**src/verilog/cfmp_pkg.sv**
```systemverilog
`default_nettype none
package cfmp_pkg;

  // Channels and queue geometry
  localparam int NCH = 2;
  localparam logic [2:0] QUEUE_DEPTH = 3'h4;
  localparam logic [2:0] WARN_LEVEL = 3'h3;

  // Register indices; byte address is four times the index
  localparam logic [29:0] IDX_RXCTL0 = 30'h00047F48;
  localparam logic [29:0] IDX_RXSTB0 = 30'h00047F49;
  localparam logic [29:0] IDX_TXCTL0 = 30'h00047F4A;
  localparam logic [29:0] IDX_TXSTB0 = 30'h00047F4B;
  localparam logic [29:0] IDX_MODE0 = 30'h00047F60;
  localparam logic [29:0] IDX_RXCTL1 = 30'h00047B48;
  localparam logic [29:0] IDX_RXSTB1 = 30'h00047B49;
  localparam logic [29:0] IDX_TXCTL1 = 30'h00047B4A;
  localparam logic [29:0] IDX_TXSTB1 = 30'h00047B4B;
  localparam logic [29:0] IDX_MODE1 = 30'h00047B60;

  // Control register fields
  localparam int F_ENABLE = 0;
  localparam int F_COUNT_LO = 1;
  localparam int F_RX_LOST = 4;
  localparam int F_RX_FULL = 5;
  localparam int F_RX_WARN = 6;
  localparam int F_TX_FULL = 6;
  localparam int F_EMPTY = 7;

  // Mode register fields
  localparam int F_MAILBOX_MODE = 0;
  localparam int F_OVERWRITE = 1;

  // Reset values and codes
  localparam logic [7:0] RXCTL_RESET = 8'h80;
  localparam logic [7:0] TXCTL_RESET = 8'h80;
  localparam logic [1:0] MODE_RESET = 2'h0;
  localparam logic [7:0] STROBE_CODE = 8'hFF;
  localparam logic [2:0] LOST_GUARD_CYCLES = 3'h5;
  localparam logic [1:0] RESP_OKAY = 2'h0;
  localparam logic [1:0] RESP_SLVERR = 2'h2;

  typedef enum logic [2:0] {
    SEL_NONE = 3'b000,
    SEL_RXCTL = 3'b001,
    SEL_RXSTB = 3'b010,
    SEL_TXCTL = 3'b011,
    SEL_TXSTB = 3'b100,
    SEL_MODE = 3'b101
  } cfmp_sel_t;

  // Slot pointer advance, wrapping over four slots
  function automatic logic [1:0] ptr_next(input logic [1:0] p);
    return p + 2'h1;
  endfunction : ptr_next

endpackage : cfmp_pkg
`default_nettype wire

```
**src/verilog/cfmp_fifo_ctrl.sv**
```systemverilog
// Local design decision: the AXI4-Lite slave port.
`default_nettype none
module cfmp_fifo_ctrl (
  // Clock and reset
  input wire logic ref_clk,
  input wire logic resetn,
  // AXI4-Lite write address
  input wire logic [31:0] s_axi_awaddr,
  input wire logic s_axi_awvalid,
  output logic s_axi_awready,
  // AXI4-Lite write data
  input wire logic [31:0] s_axi_wdata,
  input wire logic [3:0] s_axi_wstrb,
  input wire logic s_axi_wvalid,
  output logic s_axi_wready,
  // AXI4-Lite write response
  output logic [1:0] s_axi_bresp,
  output logic s_axi_bvalid,
  input wire logic s_axi_bready,
  // AXI4-Lite read address
  input wire logic [31:0] s_axi_araddr,
  input wire logic s_axi_arvalid,
  output logic s_axi_arready,
  // AXI4-Lite read data
  output logic [31:0] s_axi_rdata,
  output logic [1:0] s_axi_rresp,
  output logic s_axi_rvalid,
  input wire logic s_axi_rready,
  // Protocol engine, receive side, one bit per channel, two bits per channel for the slot numbers
  input wire logic [1:0] rxMsgAccept,
  output logic [1:0] rxQueueEnable,
  output logic [3:0] rxWriteSlot,
  output logic [3:0] rxReadSlot,
  // Protocol engine, transmit side, one bit per channel, two bits per channel for the slot numbers
  input wire logic [1:0] txBusy,
  input wire logic [1:0] txDone,
  input wire logic [1:0] txBusError,
  input wire logic [1:0] txArbLost,
  input wire logic [1:0] haltEntry,
  output logic [1:0] txQueueEnable,
  output logic [1:0] txPending,
  output logic [3:0] txWriteSlot,
  output logic [3:0] txReadSlot
);

  // Address decode to channel and register
  function automatic logic [3:0] decode(input logic [31:0] addr);
    logic [29:0] idx;
    idx = addr[31:2];
    unique case (idx)
      cfmp_pkg::IDX_RXCTL0: return {1'b0, cfmp_pkg::SEL_RXCTL};
      cfmp_pkg::IDX_RXSTB0: return {1'b0, cfmp_pkg::SEL_RXSTB};
      cfmp_pkg::IDX_TXCTL0: return {1'b0, cfmp_pkg::SEL_TXCTL};
      cfmp_pkg::IDX_TXSTB0: return {1'b0, cfmp_pkg::SEL_TXSTB};
      cfmp_pkg::IDX_MODE0: return {1'b0, cfmp_pkg::SEL_MODE};
      cfmp_pkg::IDX_RXCTL1: return {1'b1, cfmp_pkg::SEL_RXCTL};
      cfmp_pkg::IDX_RXSTB1: return {1'b1, cfmp_pkg::SEL_RXSTB};
      cfmp_pkg::IDX_TXCTL1: return {1'b1, cfmp_pkg::SEL_TXCTL};
      cfmp_pkg::IDX_TXSTB1: return {1'b1, cfmp_pkg::SEL_TXSTB};
      cfmp_pkg::IDX_MODE1: return {1'b1, cfmp_pkg::SEL_MODE};
      default: return {1'b0, cfmp_pkg::SEL_NONE};
    endcase
  endfunction : decode

  // Write channel state
  logic awHeldQ, awHeldD, wHeldQ, wHeldD;
  logic [31:0] awAddrQ, awAddrD;
  logic [7:0] wByteQ, wByteD;
  logic wLane0Q, wLane0D;
  logic awreadyQ, awreadyD, wreadyQ, wreadyD;
  logic bvalidQ, bvalidD;
  logic [1:0] brespQ, brespD;
  // Read channel state
  logic arreadyQ, arreadyD, rvalidQ, rvalidD;
  logic [1:0] rrespQ, rrespD;
  logic [31:0] rdataQ, rdataD;
  // Mode bits per channel
  logic [1:0] modeQ [2], modeD [2];
  // Per-channel write pulses and status
  logic doWrite;
  logic [3:0] wrSel, rdSel;
  logic [1:0] rxCtlWr, rxStbWr, txCtlWr, txStbWr;
  logic [7:0] rxStatus [2], txStatus [2];
  logic [1:0] rxLost;

  always_comb
  begin
    awHeldD = awHeldQ;
    awAddrD = awAddrQ;
    wHeldD = wHeldQ;
    wByteD = wByteQ;
    wLane0D = wLane0Q;
    bvalidD = bvalidQ;
    brespD = brespQ;
    modeD = modeQ;
    rxCtlWr = 2'h0;
    rxStbWr = 2'h0;
    txCtlWr = 2'h0;
    txStbWr = 2'h0;
    if (s_axi_awvalid && awreadyQ)
    begin
      awHeldD = 1'b1;
      awAddrD = s_axi_awaddr;
    end
    if (s_axi_wvalid && wreadyQ)
    begin
      wHeldD = 1'b1;
      wByteD = s_axi_wdata[7:0];
      wLane0D = s_axi_wstrb[0];
    end
    wrSel = decode(awAddrQ);
    doWrite = awHeldQ && wHeldQ && !bvalidQ;
    if (doWrite)
    begin
      awHeldD = 1'b0;
      wHeldD = 1'b0;
      bvalidD = 1'b1;
      brespD = (wrSel[2:0] == cfmp_pkg::SEL_NONE) ? cfmp_pkg::RESP_SLVERR : cfmp_pkg::RESP_OKAY;
      if (wLane0Q)
      begin
        unique case (wrSel[2:0])
          cfmp_pkg::SEL_RXCTL: rxCtlWr[wrSel[3]] = 1'b1;
          cfmp_pkg::SEL_RXSTB: rxStbWr[wrSel[3]] = 1'b1;
          cfmp_pkg::SEL_TXCTL: txCtlWr[wrSel[3]] = 1'b1;
          cfmp_pkg::SEL_TXSTB: txStbWr[wrSel[3]] = 1'b1;
          cfmp_pkg::SEL_MODE: modeD[wrSel[3]] = wByteQ[1:0];
          default: modeD = modeQ;
        endcase
      end
    end
    if (bvalidQ && s_axi_bready)
    begin
      bvalidD = 1'b0;
    end
    awreadyD = !awHeldD && !bvalidD;
    wreadyD = !wHeldD && !bvalidD;
  end

  always_comb
  begin
    rvalidD = rvalidQ;
    rrespD = rrespQ;
    rdataD = rdataQ;
    rdSel = decode(s_axi_araddr);
    if (rvalidQ && s_axi_rready)
    begin
      rvalidD = 1'b0;
    end
    if (s_axi_arvalid && arreadyQ)
    begin
      rvalidD = 1'b1;
      rrespD = cfmp_pkg::RESP_OKAY;
      rdataD = 32'h00000000;
      unique case (rdSel[2:0])
        cfmp_pkg::SEL_RXCTL: rdataD[7:0] = rxStatus[rdSel[3]];
        cfmp_pkg::SEL_TXCTL: rdataD[7:0] = txStatus[rdSel[3]];
        cfmp_pkg::SEL_MODE: rdataD[1:0] = modeQ[rdSel[3]];
        cfmp_pkg::SEL_NONE: rrespD = cfmp_pkg::RESP_SLVERR;
        default: rdataD = 32'h00000000;
      endcase
    end
    arreadyD = !rvalidD;
  end

  always_ff @(posedge ref_clk or negedge resetn)
  begin
    if (!resetn)
    begin
      awHeldQ <= 1'b0;
      awAddrQ <= 32'h00000000;
      wHeldQ <= 1'b0;
      wByteQ <= 8'h00;
      wLane0Q <= 1'b0;
      awreadyQ <= 1'b1;
      wreadyQ <= 1'b1;
      bvalidQ <= 1'b0;
      brespQ <= 2'h0;
      arreadyQ <= 1'b1;
      rvalidQ <= 1'b0;
      rrespQ <= 2'h0;
      rdataQ <= 32'h00000000;
      modeQ[0] <= cfmp_pkg::MODE_RESET;
      modeQ[1] <= cfmp_pkg::MODE_RESET;
    end
    else
    begin
      awHeldQ <= awHeldD;
      awAddrQ <= awAddrD;
      wHeldQ <= wHeldD;
      wByteQ <= wByteD;
      wLane0Q <= wLane0D;
      awreadyQ <= awreadyD;
      wreadyQ <= wreadyD;
      bvalidQ <= bvalidD;
      brespQ <= brespD;
      arreadyQ <= arreadyD;
      rvalidQ <= rvalidD;
      rrespQ <= rrespD;
      rdataQ <= rdataD;
      modeQ <= modeD;
    end
  end

  // One receive and one transmit queue per channel
  for (genvar c = 0; c < cfmp_pkg::NCH; c++)
  begin : g_ch
    cfmp_rx_queue u_rx (
      .ref_clk(ref_clk),
      .resetn(resetn),
      .ctlWr(rxCtlWr[c]),
      .strobeWr(rxStbWr[c]),
      .wrData(wByteQ),
      .mailboxModeSelect(modeQ[c][cfmp_pkg::F_MAILBOX_MODE]),
      .overwriteMode(modeQ[c][cfmp_pkg::F_OVERWRITE]),
      .statusByte(rxStatus[c]),
      .msgAccept(rxMsgAccept[c]),
      .rxQueueEnable(rxQueueEnable[c]),
      .writeSlot_q(rxLost[c]),
      .writeSlot(rxWriteSlot[2*c+1:2*c]),
      .readSlot(rxReadSlot[2*c+1:2*c])
    );
    cfmp_tx_queue u_tx (
      .ref_clk(ref_clk),
      .resetn(resetn),
      .ctlWr(txCtlWr[c]),
      .strobeWr(txStbWr[c]),
      .wrData(wByteQ),
      .mailboxModeSelect(modeQ[c][cfmp_pkg::F_MAILBOX_MODE]),
      .statusByte(txStatus[c]),
      .txBusy(txBusy[c]),
      .txDone(txDone[c]),
      .txStop(txBusError[c] | txArbLost[c] | haltEntry[c]),
      .txQueueEnable(txQueueEnable[c]),
      .txPending(txPending[c]),
      .writeSlot(txWriteSlot[2*c+1:2*c]),
      .readSlot(txReadSlot[2*c+1:2*c])
    );
  end

  assign s_axi_awready = awreadyQ;
  assign s_axi_wready = wreadyQ;
  assign s_axi_bvalid = bvalidQ;
  assign s_axi_bresp = brespQ;
  assign s_axi_arready = arreadyQ;
  assign s_axi_rvalid = rvalidQ;
  assign s_axi_rresp = rrespQ;
  assign s_axi_rdata = rdataQ;

endmodule : cfmp_fifo_ctrl
`default_nettype wire

```
**src/verilog/cfmp_rx_queue.sv**
```systemverilog
`default_nettype none
module cfmp_rx_queue (
  // Clock and reset
  input wire logic ref_clk,
  input wire logic resetn,
  // Register side
  input wire logic ctlWr,
  input wire logic strobeWr,
  input wire logic [7:0] wrData,
  input wire logic mailboxModeSelect,
  input wire logic overwriteMode,
  output logic [7:0] statusByte,
  // Protocol engine side
  input wire logic msgAccept,
  output logic rxQueueEnable,
  output logic writeSlot_q,
  output logic [1:0] writeSlot,
  output logic [1:0] readSlot
);

  logic enQ, enD;
  logic [2:0] cntQ, cntD;
  logic [1:0] cpuQ, cpuD, canQ, canD;
  logic lostQ, lostD;
  logic [2:0] guardQ, guardD;
  logic full, pop, push, lostSet;

  always_comb
  begin
    enD = enQ;
    cpuD = cpuQ;
    canD = canQ;
    lostD = lostQ;
    guardD = (guardQ != 3'h0) ? guardQ - 3'h1 : guardQ;
    full = (cntQ == cfmp_pkg::QUEUE_DEPTH);
    push = 1'b0;
    lostSet = 1'b0;
    pop = strobeWr && (wrData == cfmp_pkg::STROBE_CODE) && enQ && (cntQ != 3'h0)
      && !(overwriteMode && full && lostQ);
    if (pop)
    begin
      cpuD = cfmp_pkg::ptr_next(cpuQ);
    end
    if (enQ && msgAccept)
    begin
      if (!full || pop)
      begin
        push = 1'b1;
        canD = cfmp_pkg::ptr_next(canQ);
      end
      else
      begin
        lostSet = 1'b1;
        guardD = cfmp_pkg::LOST_GUARD_CYCLES;
        if (overwriteMode)
        begin
          canD = cfmp_pkg::ptr_next(canQ);
          cpuD = cfmp_pkg::ptr_next(cpuQ);
        end
      end
    end
    cntD = cntQ + {2'h0, push} - {2'h0, pop};
    if (ctlWr)
    begin
      enD = wrData[cfmp_pkg::F_ENABLE] && mailboxModeSelect;
      if (!wrData[cfmp_pkg::F_RX_LOST] && (guardQ == 3'h0))
      begin
        lostD = 1'b0;
      end
    end
    if (lostSet)
    begin
      lostD = 1'b1;
    end
    if (!enD)
    begin
      cntD = 3'h0;
      cpuD = canD;
    end
  end

  always_ff @(posedge ref_clk or negedge resetn)
  begin
    if (!resetn)
    begin
      enQ <= 1'b0;
      cntQ <= 3'h0;
      cpuQ <= 2'h0;
      canQ <= 2'h0;
      lostQ <= 1'b0;
      guardQ <= 3'h0;
    end
    else
    begin
      enQ <= enD;
      cntQ <= cntD;
      cpuQ <= cpuD;
      canQ <= canD;
      lostQ <= lostD;
      guardQ <= guardD;
    end
  end

  assign statusByte = {cntQ == 3'h0, cntQ == cfmp_pkg::WARN_LEVEL, full, lostQ, cntQ, enQ};
  assign rxQueueEnable = enQ;
  assign writeSlot_q = lostQ;
  assign writeSlot = canQ;
  assign readSlot = cpuQ;

endmodule : cfmp_rx_queue
`default_nettype wire

```
**src/verilog/cfmp_tx_queue.sv**
```systemverilog
`default_nettype none
module cfmp_tx_queue (
  // Clock and reset
  input wire logic ref_clk,
  input wire logic resetn,
  // Register side
  input wire logic ctlWr,
  input wire logic strobeWr,
  input wire logic [7:0] wrData,
  input wire logic mailboxModeSelect,
  output logic [7:0] statusByte,
  // Protocol engine side
  input wire logic txBusy,
  input wire logic txDone,
  input wire logic txStop,
  output logic txQueueEnable,
  output logic txPending,
  output logic [1:0] writeSlot,
  output logic [1:0] readSlot
);

  logic enQ, enD;
  logic [2:0] cntQ, cntD;
  logic [1:0] cpuQ, cpuD, canQ, canD;
  logic flushQ, flushD;
  logic pendQ, pendD;
  logic push, pop, drop;

  always_comb
  begin
    enD = enQ;
    cpuD = cpuQ;
    canD = canQ;
    flushD = flushQ;
    drop = 1'b0;
    push = strobeWr && (wrData == cfmp_pkg::STROBE_CODE) && enQ
      && (cntQ != cfmp_pkg::QUEUE_DEPTH);
    pop = txDone && (cntQ != 3'h0);
    if (push)
    begin
      cpuD = cfmp_pkg::ptr_next(cpuQ);
    end
    if (pop)
    begin
      canD = cfmp_pkg::ptr_next(canQ);
    end
    cntD = cntQ + {2'h0, push} - {2'h0, pop};
    if (ctlWr)
    begin
      enD = wrData[cfmp_pkg::F_ENABLE] && mailboxModeSelect && !flushQ;
      if (enQ && !wrData[cfmp_pkg::F_ENABLE])
      begin
        if (txBusy && !(txDone || txStop))
        begin
          flushD = 1'b1;
        end
        else
        begin
          drop = 1'b1;
        end
      end
    end
    if (flushQ && (txDone || txStop))
    begin
      drop = 1'b1;
    end
    if (drop)
    begin
      cntD = 3'h0;
      cpuD = canD;
      flushD = 1'b0;
    end
    pendD = enD && (cntD != 3'h0);
  end

  always_ff @(posedge ref_clk or negedge resetn)
  begin
    if (!resetn)
    begin
      enQ <= 1'b0;
      cntQ <= 3'h0;
      cpuQ <= 2'h0;
      canQ <= 2'h0;
      flushQ <= 1'b0;
      pendQ <= 1'b0;
    end
    else
    begin
      enQ <= enD;
      cntQ <= cntD;
      cpuQ <= cpuD;
      canQ <= canD;
      flushQ <= flushD;
      pendQ <= pendD;
    end
  end

  assign statusByte = {cntQ == 3'h0, cntQ == cfmp_pkg::QUEUE_DEPTH, 2'h0, cntQ, enQ};
  assign txQueueEnable = enQ;
  assign txPending = pendQ;
  assign writeSlot = cpuQ;
  assign readSlot = canQ;

endmodule : cfmp_tx_queue
`default_nettype wire
```
**config.mk**
```make
export PLATFORM = sky130hd
export DESIGN_NAME = cfmp_fifo_ctrl
export DESIGN_NICKNAME = d
export VERILOG_FILES = /design/src/verilog/cfmp_pkg.sv /design/src/verilog/cfmp_fifo_ctrl.sv /design/src/verilog/cfmp_rx_queue.sv /design/src/verilog/cfmp_tx_queue.sv
export SDC_FILE = /design/constraint.sdc
export NUM_CORES = 1
export LEC_CHECK = 0
export ABC_AREA = 1
export BUFFER_PORTS_ARGS = -buffer_cell sky130_fd_sc_hd__buf_2
export CAP_MARGIN = 20
export CORE_MARGIN = 2
export CORE_UTILIZATION = 25
export CTS_CLUSTER_DIAMETER = 200
export DETAILED_ROUTE_END_ITERATION = 12
export MAX_ROUTING_LAYER = met4
export PLACE_DENSITY = 0.48
export SLEW_MARGIN = 30
export SYNTH_ARGS = -nofsm -noshare
export SYNTH_HDL_FRONTEND = slang
export SYNTH_SLANG_ARGS = --single-unit
```
**constraint.sdc**
```tcl
create_clock -name ref_clk -period 3.47 [get_ports ref_clk]
set_input_delay 0.1735 -clock ref_clk [delete_from_list [all_inputs] [get_ports ref_clk]]
set_output_delay 0.1735 -clock ref_clk [all_outputs]
set_load 0.1 [all_outputs]
```
# ---- After elaboration in Yosys (flattened, before gate mapping)
# Index checks and enable logic that the tools add are counted.
dict set report totals {
  register_bits 108
  latchBits 0
  ram_bits 0
  romBits 0
  input_bits 119
  out_inout_bits 63
  mem_count 0
}
dict set report op_classes {
  add_sub_neg 18
  multipliers 0
  div 0
  order_cmp 5
  n_eq_ne 37
  n_shift 0
  muxes 106
  bitwise_logic 6
  reduce_logical 99
}
# operator count
set op_table {}
lappend op_table {{30-bit by 19-bit == test with 1-bit output (second input constant)} 20}
lappend op_table {{2-bit 2-to-1 mux} 40}
lappend op_table {{4-bit case mux with 10 select lines} 2}
lappend op_table {{8-bit 2-to-1 mux} 6}
lappend op_table {{1-bit logical AND} 47}
lappend op_table {{1-bit 2-to-1 mux} 43}
lappend op_table {{3-bit 2-to-1 mux} 10}
lappend op_table {{3-bit zero test} 8}
lappend op_table {{2-bit nonzero test} 12}
lappend op_table {{3-bit nonzero test} 8}
lappend op_table {{3-bit == test (second input constant)} 7}
lappend op_table {{2-bit by 1-bit adder with 2-bit output (second input constant)} 8}
lappend op_table {{3-bit by 2-bit == test with 1-bit output (second input constant)} 5}
lappend op_table {{1-bit zero test} 15}
lappend op_table {{3-bit by 1-bit adder with 3-bit output} 4}
lappend op_table {{6-bit case mux with 2 select lines} 1}
lappend op_table {{3-bit by 1-bit subtractor with 3-bit output} 4}
lappend op_table {{3-bit AND reduction} 3}
lappend op_table {{8-bit == test (second input constant)} 1}
lappend op_table {{3-bit by 1-bit == test with 1-bit output (second input constant)} 2}
lappend op_table {{3-bit inequality test (second input constant)} 2}
lappend op_table {{2-bit case mux with 3 select lines} 1}
lappend op_table {{3-bit by 1-bit subtractor with 3-bit output (second input constant)} 2}
lappend op_table {{4-bit bitwise mux} 1}
lappend op_table {{10 further kinds} 19}

# ---- Logic depth before layout (Yosys ltp)
# Gate-level depths: netlist of run 1.
dict set report depth {
  word_depth 19
  ltp_mapped 20
  depth_no_buf 20
}

# ---- Modules after synthesis
# From an unflattened synthesis of run 1, not the netlist that was laid out.
dict set report hier_totals {
  cells_unflattened 917
  hier_area_um2 6655.1
}
# module n_inst cells_per_inst area_per_inst_um2
set by_module_without_submodules {}
lappend by_module_without_submodules {cfmp_fifo_ctrl 1 521 3682.3}
lappend by_module_without_submodules {cfmp_rx_queue 2 106 794.5}
lappend by_module_without_submodules {cfmp_tx_queue 2 92 691.9}

# ---- Worst setup path after synthesis of run 1
# OpenSTA, ideal clock, no wires.
dict set report synth_timing {
  path_type {register to register}
  from {register bvalidQ (netlist: s_axi_bvalid)}
  to {register g_ch[1].u_rx.cntQ[2]}
  setup_ps 71
  t_arrival_ps 2793
  required_ps 3399
  slack_ps 606
  stages_incl_launch_ff 15
  n_path_buf 0
  synth_period_minus_slack_ps 2864
  cell_sequence {dfrtp_1 -> inv_1 -> nand3_1 -> nor2_1 -> nand2_1 -> nor2_1 -> nand3_1 -> inv_1 -> ha_1 -> inv_1 -> ha_1 -> inv_1 -> fa_1 -> xor2_1 -> nor2_1}
}
dict set report synth_via {
  elab_chain_len 13
  elab_cells_between_ends 15
  classes_between {add/sub: 2; mux: 6; reduce/logical: 7}
}
# element line_no
set synth_rtl {}
lappend synth_rtl {{from (decl)} cfmp_fifo_ctrl.sv:71} ;# logic bvalidQ, bvalidD;
lappend synth_rtl {{from (signal assigned)} cfmp_fifo_ctrl.sv:194} ;# bvalidQ <= bvalidD;
lappend synth_rtl {{1-bit zero test *} cfmp_fifo_ctrl.sv:112} ;# doWrite = awHeldQ && wHeldQ && !bvalidQ;
lappend synth_rtl {{1-bit logical AND *} cfmp_fifo_ctrl.sv:112}
lappend synth_rtl {{2-bit 2-to-1 mux} cfmp_fifo_ctrl.sv:113} ;# if (doWrite)
lappend synth_rtl {{1-bit logical AND (3 in a row)} cfmp_rx_queue.sv:38} ;# pop = strobeWr && (wrData == cfmp_pkg::STROBE_CODE) && enQ && (cntQ != 3'h0)
lappend synth_rtl {{1-bit logical AND} cfmp_rx_queue.sv:39} ;# && !(overwriteMode && full && lostQ);
lappend synth_rtl {{1-bit logical OR} cfmp_rx_queue.sv:46} ;# if (!full || pop)
lappend synth_rtl {{1-bit 2-to-1 mux} cfmp_rx_queue.sv:46}
lappend synth_rtl {{1-bit 2-to-1 mux} cfmp_rx_queue.sv:44} ;# if (enQ && msgAccept)
lappend synth_rtl {{3-bit by 1-bit adder with 3-bit output} cfmp_rx_queue.sv:62} ;# cntD = cntQ + {2'h0, push} - {2'h0, pop};
lappend synth_rtl {{3-bit by 1-bit subtractor with 3-bit output} cfmp_rx_queue.sv:62}
lappend synth_rtl {{3-bit 2-to-1 mux *} cfmp_rx_queue.sv:75} ;# if (!enD)
lappend synth_rtl {{net g_ch[1].u_rx.cntD[2]} cfmp_rx_queue.sv:22} ;# logic [2:0] cntQ, cntD;
lappend synth_rtl {{to (signal assigned)} cfmp_rx_queue.sv:96} ;# cntQ <= cntD;
lappend synth_rtl {{to (decl)} cfmp_rx_queue.sv:22}
# The timed path passes the listed nets; every way through them passes the cells marked *.
# A chain may end at the register's enable or synchronous reset.

# ---- Worst setup path after layout of run 1
dict set report layout_timing {
  from {register awAddrQ[15]}
  to {register g_ch[0].u_rx.cntQ[2]}
}
dict set report layout_via {
  elab_chain_len 19
  elab_cells_between_ends 35
  classes_between {add/sub: 2; order compare: 2; eq/ne: 12; mux: 13; reduce/logical: 6}
}
# element line_no
set layout_rtl {}
lappend layout_rtl {{from (decl)} cfmp_fifo_ctrl.sv:67} ;# logic [31:0] awAddrQ, awAddrD;
lappend layout_rtl {{from (signal assigned)} cfmp_fifo_ctrl.sv:188} ;# awAddrQ <= awAddrD;
lappend layout_rtl {{30-bit by 19-bit == test with 1-bit output} cfmp_fifo_ctrl.sv:50} ;# unique case (idx)
lappend layout_rtl {{4-bit case mux with 10 select lines *} cfmp_fifo_ctrl.sv:50}
lappend layout_rtl {{1-bit by 2-bit less-than comparator with 1-bit output (not written as such) / 1-bit greater-or-equal comparator (equally long branches)} {cfmp_fifo_ctrl.sv:122, cfmp_fifo_ctrl.sv:123}}
lappend layout_rtl {{1-bit logical AND (not written as such)} {cfmp_fifo_ctrl.sv:122, cfmp_fifo_ctrl.sv:123}}
lappend layout_rtl {{1-bit 2-to-1 mux (not written as such)} {cfmp_fifo_ctrl.sv:122, cfmp_fifo_ctrl.sv:123}}
lappend layout_rtl {{1-bit demux with 1-bit select} {cfmp_fifo_ctrl.sv:122, cfmp_fifo_ctrl.sv:123}}
lappend layout_rtl {{2-bit 2-to-1 mux} cfmp_fifo_ctrl.sv:121} ;# unique case (wrSel[2:0])
lappend layout_rtl {{2-bit 2-to-1 mux} cfmp_fifo_ctrl.sv:119} ;# if (wLane0Q)
lappend layout_rtl {{[4 not listed]} n/a}
lappend layout_rtl {{1-bit logical AND} cfmp_rx_queue.sv:39}
lappend layout_rtl {{1-bit logical OR} cfmp_rx_queue.sv:46}
lappend layout_rtl {{1-bit 2-to-1 mux} cfmp_rx_queue.sv:46}
lappend layout_rtl {{1-bit 2-to-1 mux} cfmp_rx_queue.sv:44}
lappend layout_rtl {{3-bit by 1-bit adder with 3-bit output} cfmp_rx_queue.sv:62}
lappend layout_rtl {{3-bit by 1-bit subtractor with 3-bit output} cfmp_rx_queue.sv:62}
lappend layout_rtl {{3-bit 2-to-1 mux *} cfmp_rx_queue.sv:75}
lappend layout_rtl {{net g_ch[0].u_rx.cntD[2]} cfmp_rx_queue.sv:22}
lappend layout_rtl {{to (signal assigned)} cfmp_rx_queue.sv:96}
lappend layout_rtl {{to (decl)} cfmp_rx_queue.sv:22}
# Marked as above.

==> results of run 1 <==
-- worst paths after layout --
| kind | from | endpoint | slack [ns] | depth (start not counted) |
|---|---|---|---|---|
| worst max-delay path | awAddrQ[15]$_DFFE_PN0P_ | g_ch[0].u_rx.cntQ[2]$_DFF_PN0_ | 0.40 | 17 |
| worst min-delay path | s_axi_awaddr[20] | awAddrQ[20]$_DFFE_PN0P_ | 0.01 | 3 |
| worst max register to register | awAddrQ[15]$_DFFE_PN0P_ | g_ch[0].u_rx.cntQ[2]$_DFF_PN0_ | 0.40 | 17 |
| worst min register to register | s_axi_rvalid$_DFF_PN0_ | s_axi_arready$_DFF_PN1_ | 0.43 | 1 |
| max in group asynchronous | resetn | g_ch[0].u_tx.writeSlot[1]$_DFFE_PN0P_ | 2.42 | 3 |
| min in group asynchronous | resetn | wByteQ[5]$_DFFE_PN0P_ | 0.41 | 2 |
-- state kept, by name, indices dropped and copies added (netlist names), 4 cells and up --
register,count
g_ch.u_tx.readSlot,4
wByteQ,8
g_ch.u_rx.guardQ,6
s_axi_rdata,8
g_ch.u_rx.readSlot,4
g_ch.u_tx.writeSlot,4
g_ch.u_tx.cntQ,6
g_ch.u_rx.cntQ,6
modeQ,4
g_ch.u_rx.writeSlot,4
awAddrQ,30
-- per-stage QoR --
step / cell area, um2 / utilization [%] / worst slack [ns] / power, W
after global placement: 7333 / 29.04 / 0.4306 / 0.003514
after global routing: 7787 / 30.84 / 0.08334 / 0.004903
after detailed placement: 7337 / 29.05 / 0.4489 / 0.003531
after CTS: 7787 / 30.84 / 0.4218 / 0.004629
final: 7787 / 30.84 / 0.4022 / 0.004547
after floorplan: 6538 / - / 0.6055 / 0.003148
-- kinds of logic after synthesis --
logic type      count (synthesis)
compound gates                 70
flops                         104
simple gates                  515
buf+inv                       168
fa+ha+maj                      16
xor+xnor                       13
other cells                     1
mux                             3
-- placed cells by master (no fill, tap or decap), types with 7 or more instances in the layout --
cell           instances
nand2_1              269
buf_2                123
inv_1                117
dfrtp_1              101
nor2_1                97
nand3_1               61
o21ai_0               37
conb_1                26
nand4_1               16
dlygate4sd3_1         14
nand2_2               13
nor3_1                12
ha_1                  12
inv_2                 10
xor2_1                10
nor2_2                 9
o21ai_1                9
clkbuf_16              9
nand3b_1               8
a21oi_1                7
-- power groups by stage --
| stage | clock, W | sequential [W] | combinational [W] |
|---|---|---|---|
| 3_3_place_gp | 0 | 0.00179 | 0.00172 |
| 3_5_place_dp | 0 | 0.00180 | 0.00173 |
| 6_report | 0.00105 | 0.00177 | 0.00172 |
| 2_1_floorplan | 0 | 0.00221 | 0.000942 |
| 4_1_cts | 0.00110 | 0.00178 | 0.00175 |
| 5_1_grt | 0.00115 | 0.00183 | 0.00193 |
-- worst min-delay path, stage by stage --
cell and delay, ns:
buf_2 0.07, nand2_1 0.04, o21ai_0 0.05
-- area by class of cell --
type,count,area [um2]
sequential,104,2606
clock inverter,7,85.08
fill,2799,17470
multi-input combinational,643,3176
clock buffer,9,225.2
inverter,128,480.5
timing repair buffer,141,802.0
tap,330,412.9
-- per-layer routing --
metal	up-vias	GRT usage, %	part of all wire, %
li1	3027	-	-
met1	2591	17.09	49
met2	137	20.69	45
met3	12	2.109	4.8
met4	0	2.964	0.74
met5	-	-	0
==> out/qor.yml, run 1 <==
outcome:
  status: "completed"
timing:
  fin_crit_sh_pct: 88.41
  rsz0062_at_grt: "false"
  finalHoldViolCount: 0
  setup_viol: 0
  setup_tns_ns: 0
  clock_skew_ns: 0.01492
  fin_crit_ns: 3.068
  worst_pin_slew_ns: 0.6880
  whs_ns: 0.01437
  max_freq_ghz: 0.3260
  relSlewSlack_pct: 54.13
  slew_violations: 0
synthesis:
  synth_edf_count: 0
  asyncSetResetFlopFracSynth_pct: 100.0
  synthAdderAreaFrac_pct: 3.573
  post-synth-top-count-cell: "nand2_1"
  synthSimpleGateAreaFrac_pct: 35.75
  ys_ff_latch: 104
  yosysWarnings: 0
  yosys.area.top_type: "dfrtp_1"
  synth_xor_area_share_pct: 1.767
  synth_top_family_by_area: "simple AND/OR/NAND/NOR gates"
  syn_inst: 890
  synth_top_area_share_pct: 39.22
  netlist_area_um2: 6444
  synth_common_cells: "nand2_1, inv_1, dfrtp_1, nor2_1, nand3_1"
  seq_area_frac_synth_pct: 40.45
  synth_flop_cell: "dfrtp_1"
  synthMuxAreaShare_pct: 0.5049
  ys_types: 47
  avgSynthCellArea_um2: 7.240
  synth_compound_gate_area_share_pct: 6.175
  ys_top_cells_by_area: "dfrtp_1, nand2_1, inv_1"
pwr:
  p_comb_share_pct: 37.9
  seqPwrFrac_pct: 39.0
  power_density_nw_per_um2: 583.9
  p_clk_share_pct: 23.1
  p_sw_w: 0.002058
  p_leak_nw: 4.192
  power.share.switching_pct: 45.26
  max-vdd-ir-drop_mv: 0.4777
  p_int_w: 0.002489
global_routing:
  grt_usage_pct: 12.88
  grt_max_degree: 71
  grt_pass1_wl_mm: 26.83
  overflow: 0
  antenna_found_initial: 0
  grt_pass1_vias: 5466
cts:
  clock-root-buffer: "clkbuf_16"
  htreeDepth: 3
  cts.hold.buffers_added: 14
  post_cts_buffers: 0
  clk_pin_slew_ns: 0.08
  cts_resized: 0
  cts_tree: "built"
  cts_buffer_depth: 2
  cts_made_buffers: 9
  cts_sinks: 104
  clock_latency_ns: 0.36
die:
  die_h_um: 164.5
  ioPinCount: 182
  coreArea_um2: 25250
  die_w_um: 164.5
  die_area_um2: 27080
  start_util_pct: 25.52
  fp-row-count: 58
critical_path:
  slowest_stage: "dfrtp_1"
  path_cells: "nand2_1, nor2_1, nand2_1, inv_1, nand3_1, nand2_1, nor3_1, inv_1, nor4_1, buf_4, ha_1, inv_1, ha_1, inv_1, fa_1, xor2_1, nor2_1"
  crit_path_end_kind: "flip-flop"
  crit_buf_inv: 5
  worstPathRequired_ns: 3.77
  arrival_ns: 3.36
  cp_common_cell: "inv_1"
  critical-path-top-delay-family: "simple AND/OR/NAND/NOR gates"
  start_kind: "flip-flop"
  path_max_fanout: 5
  critPathMaxStageDelay_ns: 0.39
  path_class: "reg -> reg"
placed_design:
  hpwl_mm: 12.94
  dp_cells: 1332
  gp_congestion: 0.8031
  portBuffers: 124
drt:
  drc: 0
  wl_per_cell_um: 12.13
  routed_wl_mm: 16.53
  drtIter0Drc: 260
  viasPerCell: 4.234
  dr_total_vias: 5767
  antenna_left: 0
  firstDrtPassIters: 5
finish:
  fin_cells: 1362
  final_nets: 1162
  layout-drive-gt1-share_pct: 19.48
  antennaDiodeCount: 0
  syn2layout_area_growth_pct: 20.85
worst_hold_path:
  hold_class: "in -> reg"
flow_run:
  cap_viol_max_count: 0
Power figures use the tool's default switching activity.
==> run 2, diff against run 1 <==
ABC_AREA = default   (was 1)
PLACE_DENSITY = 0.49   (was 0.48)
==> out/qor.yml, run 2 <==
synthesis:
  post-synth-top-count-cell: "dfrtp_1"
  ys_ff_latch: 104  # unchanged
  seq_area_frac_synth_pct: 47.01  # +6.6 points
  synth_edf_count: 0  # unchanged
  synth_common_cells: "dfrtp_1, nor2_1, mux2_2, nand2_1, buf_4"
  synth_top_area_share_pct: 45.59  # +6.4 points
  yosysWarnings: 0  # unchanged
  netlist_area_um2: 5544  # -14%
  ys_top_cells_by_area: "dfrtp_1, mux2_2, buf_4"
  syn_inst: 511  # -43%
  asyncSetResetFlopFracSynth_pct: 100.0  # unchanged
  ys_types: 65  # +38%
  synth_flop_cell: "dfrtp_1"
  yosys.area.top_type: "dfrtp_1"
  avgSynthCellArea_um2: 10.85  # +50%
pwr:
  power_density_nw_per_um2: 639.1  # +9.5%
  p_leak_nw: 3.164  # -25%
  max-vdd-ir-drop_mv: 0.4410  # -7.7%
cts:
  cts_buffer_depth: 2  # unchanged
  clock_latency_ns: 0.36  # about the same
  htreeDepth: 3  # unchanged
  clk_pin_slew_ns: 0.07  # about the same
  clock-root-buffer: "clkbuf_16"
  cts_sinks: 104  # unchanged
  cts_tree: "built"
  cts_made_buffers: 9  # unchanged
finish:
  largest_reg_flops: 30  # unchanged
  regArea_um2: 2606  # unchanged
  regMostFlops: "awAddrQ"
  final_nets: 778  # -33%
  layout-drive-gt1-share_pct: 32.56  # +13 points
  fin_util_pct: 31.08  # +0.24 points
  multi_input_area_um2: 2678  # -16%
  syn2layout_area_growth_pct: 22.34
  mostFrequentLayoutCell: "buf_2"
  fillers: 2289  # -18%
  final_cell_mix: "buf_2, dfrtp_1, nor2_1"
drt:
  antenna_left: 0  # unchanged
  drtIter0Drc: 195  # -25%
  wl_per_cell_um: 14.54  # +20%
  dr_total_vias: 4058  # -30%
  routed_wl_mm: 13.52  # -18%
  drc: 0  # unchanged
  viasPerCell: 4.363  # +3.1%
  firstDrtPassIters: 4  # -1
timing:
  clock_skew_ns: 0.01033  # -0.004588 ns
  setup_viol: 0  # unchanged
  rsz0062_at_grt: "false"
  max_freq_ghz: 0.3023  # -7.3%
  fin_crit_ns: 3.308  # +0.2403 ns
  slew_violations: 0  # unchanged
  setup_ws_ns: 0.1619  # -0.2403 ns
  finalHoldViolCount: 0  # unchanged
  fin_crit_sh_pct: 95.34  # +6.9 points
  setup_tns_ns: 0  # unchanged
  worst_pin_slew_ns: 0.8630  # +0.1750 ns
  relSlewSlack_pct: 41.99  # -12 points
placed_design:
  dp_slack_ns: 0.1389  # -0.3100 ns
  hpwl_mm: 10.61  # -18%
  gp_congestion: 0.7825  # -2.6%
  portBuffers: 124  # unchanged
flow_run:
  cap_viol_max_count: 0  # unchanged
global_routing:
  overflow: 0  # unchanged
  grt_pass1_wl_mm: 21.71  # -19%
  gr-max-usage-layer: "met2"
  grt_pass1_vias: 4019  # -26%
  use_met3_pct: 4.451  # +2.3 points
  grt_use_met1_pct: 15.47  # -1.6 points
  grt_usage_pct: 12.18  # -0.71 points
  gr-usage-met2_pct: 18.56  # -2.1 points
  grt_max_degree: 70  # -1.4%
  antenna_found_initial: 2  # +2
critical_path:
  startpoint: "awAddrQ[17]$_DFFE_PN0P_"
  r2r-start: "awAddrQ[17]$_DFFE_PN0P_"
  path_cells: "or4b_1, nor4_1, nand2_1, nor2_1, nand3_1, nor2_1, ha_1, inv_1, ha_1, inv_1, fa_1, xnor2_1, xnor2_1, and2_1"
  crit_buf_inv: 2  # -3
  rrSetupSlack_ns: 0.16  # -0.24 ns
  slowest_stage: "or4b_1"
  start_kind: "flip-flop"
  arrival_ns: 3.56  # +0.20 ns
  path_class: "reg -> reg"
  worstPathRequired_ns: 3.72  # -0.05 ns
  critical-path-top-delay-family: "simple AND/OR/NAND/NOR gates"
  path_max_fanout: 3  # -2
  critPathMaxStageDelay_ns: 0.56  # +0.17 ns
  crit_path_end_kind: "flip-flop"
die:
  die_area_um2: 23380  # -14%
  fp-row-count: 54  # -6.9%
  die_w_um: 152.9  # -7.1%
  coreArea_um2: 21820  # -14%
  start_util_pct: 25.40  # -0.11 points
  die_h_um: 152.9  # -7.1%
  ioPinCount: 182  # unchanged
outcome:
  status: "completed"
worst_hold_path:
  hold_class: "in -> reg"
  hold_start: "s_axi_awaddr[15]"
run 2: cell count changes after synthesis, sizes merged, moves of 13 or more:
cell	previous run	this run
inv	127	24
mux2	2	54
nand2	282	39
nand3	64	10
nor2	110	46
o21ai	46	9
xnor2	3	16
run 2: power breakdown:
part / internal, W / switching, W / total [W]
registers: 0.00155 / 0.000255 / 0.00181
clock network: 0.000637 / 0.000473 / 0.00111
logic: 0.000516 / 0.000900 / 0.00142
run 2: worst paths after layout:
kind | to | depth (start not counted)
min in group asynchronous | awAddrQ[11]$_DFFE_PN0P_ | 2
min reg2reg | s_axi_awready$_DFF_PN1_ | 1
min | awAddrQ[15]$_DFFE_PN0P_ | 2
max reg2reg | g_ch[1].u_rx.cntQ[2]$_DFF_PN0_ | 14
max | g_ch[1].u_rx.cntQ[2]$_DFF_PN0_ | 14
max in group asynchronous | g_ch[1].u_rx.rxQueueEnable$_DFF_PN0_ | 3
run 2: what timing repair did:
item | CTS | global route
gates resized for setup | 0 | 2
hold buffers | 2 | 0
endpoints found under the hold margin | 66 | 0
setup endpoints to repair | 0 | 1
setup buffers | 0 | 0
run 2: cell families after synthesis:
group | Yosys count | share of synthesized area, %
xor+xnor | 26 | 4.107
simple gates | 189 | 18.80
compound gates | 44 | 5.778
mux | 67 | 13.59
flops | 104 | 47.01
fa+ha+maj | 16 | 4.153
buf+inv | 64 | 6.500
other cells | 1 | 0.06764
run 2: through the flow:
step | instance area, um2 | hold slack [ns] | instances | power (W)
2_1_floorplan | 5638 | -0.1221 | 536 | 0.002914
3_3_place_gp | 6429 | 0.3681 | 910 | 0.003250
3_5_place_dp | 6429 | 0.3595 | 910 | 0.003266
4_1_cts | 6768 | 0.02547 | 928 | 0.004400
5_1_grt | 6783 | 0.02641 | 930 | 0.004614
6_report | 6783 | 0.04126 | 930 | 0.004335
run 2: area by class of cell:
class	instances	area share [%]
tap	280	5.165
antenna	2	0.07379
inverter	24	1.328
multi-input combinational	368	39.48
sequential	104	38.42
clock inverter	6	1.328
timing repair buffer	136	10.83
clock buffer	10	3.376
run 2: worst register-to-register path, cell delays in order, from the launching register on:
cell,delay [ns]
dfrtp_1,0.39
or4b_1,0.56
nor4_1,0.25
nand2_1,0.14
nor2_1,0.21
nand3_1,0.18
nor2_1,0.16
ha_1,0.23
inv_1,0.06
ha_1,0.13
inv_1,0.05
fa_1,0.43
xnor2_1,0.15
xnor2_1,0.12
and2_1,0.16
run 2: metal layers:
metal  wire length, um  vias up  part of all wire (%)
met3               932        9                   6.9
met1              6165     1925                    46
met4               139        0                   1.0
li1                  -     2001                     -
met5                 0        -                     0
met2              6285      123                    46
==> run 3, diff against run 2 <==
GPL_TIMING_DRIVEN = 0   (was default)
==> out/qor.yml, run 3 (synthesized netlist as in run 2, its figures left out) <==
outcome:
  status: "completed"
drt:
  drc: 0  # unchanged
  wl_per_cell_um: 14.17  # -2.5%
  viasPerCell: 4.347  # -0.38%
  routed_wl_mm: 13.65  # +0.92%
  drtIter0Drc: 212  # +8.7%
  antenna_left: 0  # unchanged
  dr_total_vias: 4186  # +3.2%
  firstDrtPassIters: 5  # +1
critical_path:
  worstPathRequired_ns: 3.71  # about the same
  startpoint: "awAddrQ[23]$_DFFE_PN0P_"
  path_max_fanout: 3  # unchanged
  r2r-start: "awAddrQ[23]$_DFFE_PN0P_"
  path_class: "reg -> reg"
  ff2ff_path_depth: 13  # -1
  crit_path_end_kind: "flip-flop"
  start_kind: "flip-flop"
  arrival_ns: 3.56  # about the same
flow_run:
  cap_viol_max_count: 0  # unchanged
timing:
  slew_violations: 0  # unchanged
  rsz0062_at_grt: "false"
  worst_pin_slew_ns: 0.8883  # +0.02526 ns
  fin_crit_sh_pct: 95.63  # +0.30 points
  fin_crit_ns: 3.318  # +0.01030 ns
  relSlewSlack_pct: 40.29  # -1.7 points
  finalHoldViolCount: 0  # unchanged
  max_freq_ghz: 0.3013  # -0.31%
  setup_viol: 0  # unchanged
  clock_skew_ns: 0.01045  # +0.0001171 ns
die:
  die_h_um: 152.9  # unchanged
  fp-row-count: 54  # unchanged
  die_w_um: 152.9  # unchanged
  die_area_um2: 23380  # unchanged
  start_util_pct: 25.40  # unchanged
  ioPinCount: 182  # unchanged
  coreArea_um2: 21820  # unchanged
cts:
  clk_pin_slew_ns: 0.07  # about the same
  cts_made_buffers: 9  # unchanged
  cts_tree: "built"
  cts_sinks: 104  # unchanged
  clock_latency_ns: 0.35  # about the same
  clock-root-buffer: "clkbuf_16"
  cts_buffer_depth: 2  # unchanged
  htreeDepth: 3  # unchanged
global_routing:
  grt_pass1_vias: 4050  # +0.77%
  overflow: 0  # unchanged
  grt_max_degree: 63  # -10%
  antenna_found_initial: 2  # unchanged
  grt_usage_pct: 12.17  # about the same
  grt_pass1_wl_mm: 21.78  # +0.35%
placed_design:
  gp_congestion: 0.7645  # -2.3%
  hpwl_mm: 10.80  # +1.8%
  portBuffers: 124  # unchanged
  dp_cells: 941  # +3.4%
finish:
  layout-drive-gt1-share_pct: 35.10  # +2.5 points
  final_cell_mix: "buf_2, dfrtp_1, nor2_1"
  syn2layout_area_growth_pct: 27.33
  mostFrequentLayoutCell: "buf_2"
  final_nets: 811  # +4.2%
  largest_reg_flops: 30  # unchanged
  regMostFlops: "awAddrQ"
  fin_cells: 963  # +3.5%
worst_hold_path:
  hold_class: "in -> reg"
  hold_start: "s_axi_rready"
  hold_depth: 2  # unchanged
pwr:
  power_density_nw_per_um2: 626.6  # -1.9%
  p_leak_nw: 3.331  # +5.3%
  max-vdd-ir-drop_mv: 0.4259  # -3.4%
  total_power_w: 0.004423  # +2.0%
==> run 3: final timing paths <==
| check | endpoint | slack, ns |
|---|---|---|
| worst max-delay path | g_ch[1].u_rx.cntQ[2]$_DFF_PN0_ | 0.15 |
| worst min-delay path | s_axi_rvalid$_DFF_PN0_ | 0.03 |
| worst max register to register | g_ch[1].u_rx.cntQ[2]$_DFF_PN0_ | 0.15 |
| worst min register to register | s_axi_rdata[6]$_DFFE_PN0P_ | 0.47 |
| max in group asynchronous | s_axi_arready$_DFF_PN1_ | 2.50 |
| min in group asynchronous | awAddrQ[11]$_DFFE_PN0P_ | 0.29 |
==> run 3: worst max-delay path: stages (launching register included) <==
cell and delay (ns):
dfrtp_1 0.39, or4b_1 0.52, or4_4 0.57, nand4b_1 0.19, buf_4 0.19, nor2_4 0.13, nor2_1 0.06, nor2_1 0.10
ha_1 0.15, inv_1 0.05, fa_1 0.43, xnor2_1 0.14, xnor2_1 0.12, and2_1 0.15
==> run 3: cell type report <==
type	instances	area, um2
inverter	24	90.09
buffer	40	270.3
fill	2284	14760
sequential	104	2606
antenna	2	5.005
multi-input combinational	368	2699
clock inverter	6	116.4
timing repair buffer	129	693.2
clock buffer	10	229.0
tap	280	350.3
==> run 3: per-layer routing <==
layer	part of all wire, %	global-route usage (%)	routed length, um	vias up
li1	-	-	-	2077
met1	46	15.22	6245	1983
met2	46	18.92	6323	114
met3	6.5	3.828	886	12
met4	1.4	3.660	192	0
met5	0	-	0	-
==> run 3: where the power goes <==
part           switching [W]  internal (W)  total [W]
Combinational       0.000894      0.000523    0.00142
Clock               0.000467      0.000711    0.00118
Sequential          0.000275       0.00155    0.00183
Total                0.00164       0.00279    0.00442
==> run 3: per-stage QoR <==
stage	TNS (ns)	setup slack [ns]	area [um2]	hold WS [ns]	utilization, %
2_1_floorplan	0	0.3335	5638	-0.1221	-
3_3_place_gp	-0.03564	-0.03564	6609	0.3467	30.28
3_5_place_dp	-0.05370	-0.05370	6646	0.09282	30.46
4_1_cts	0	0.002961	7022	0.01228	32.18
5_1_grt	0	0.01147	7059	0.02791	32.35
6_report	0	0.1516	7059	0.03093	32.35
==> run 3: what timing repair did <==
action                                  in CTS  in global routing
buffers inserted                             0                  2
cloned                                       0                  0
endpoints found under the setup margin       2                  2
hold buffers                                 2                  0
endpoints found under the hold margin       43                  0
gates resized for setup                      3                  4
pin swaps                                    0                  3
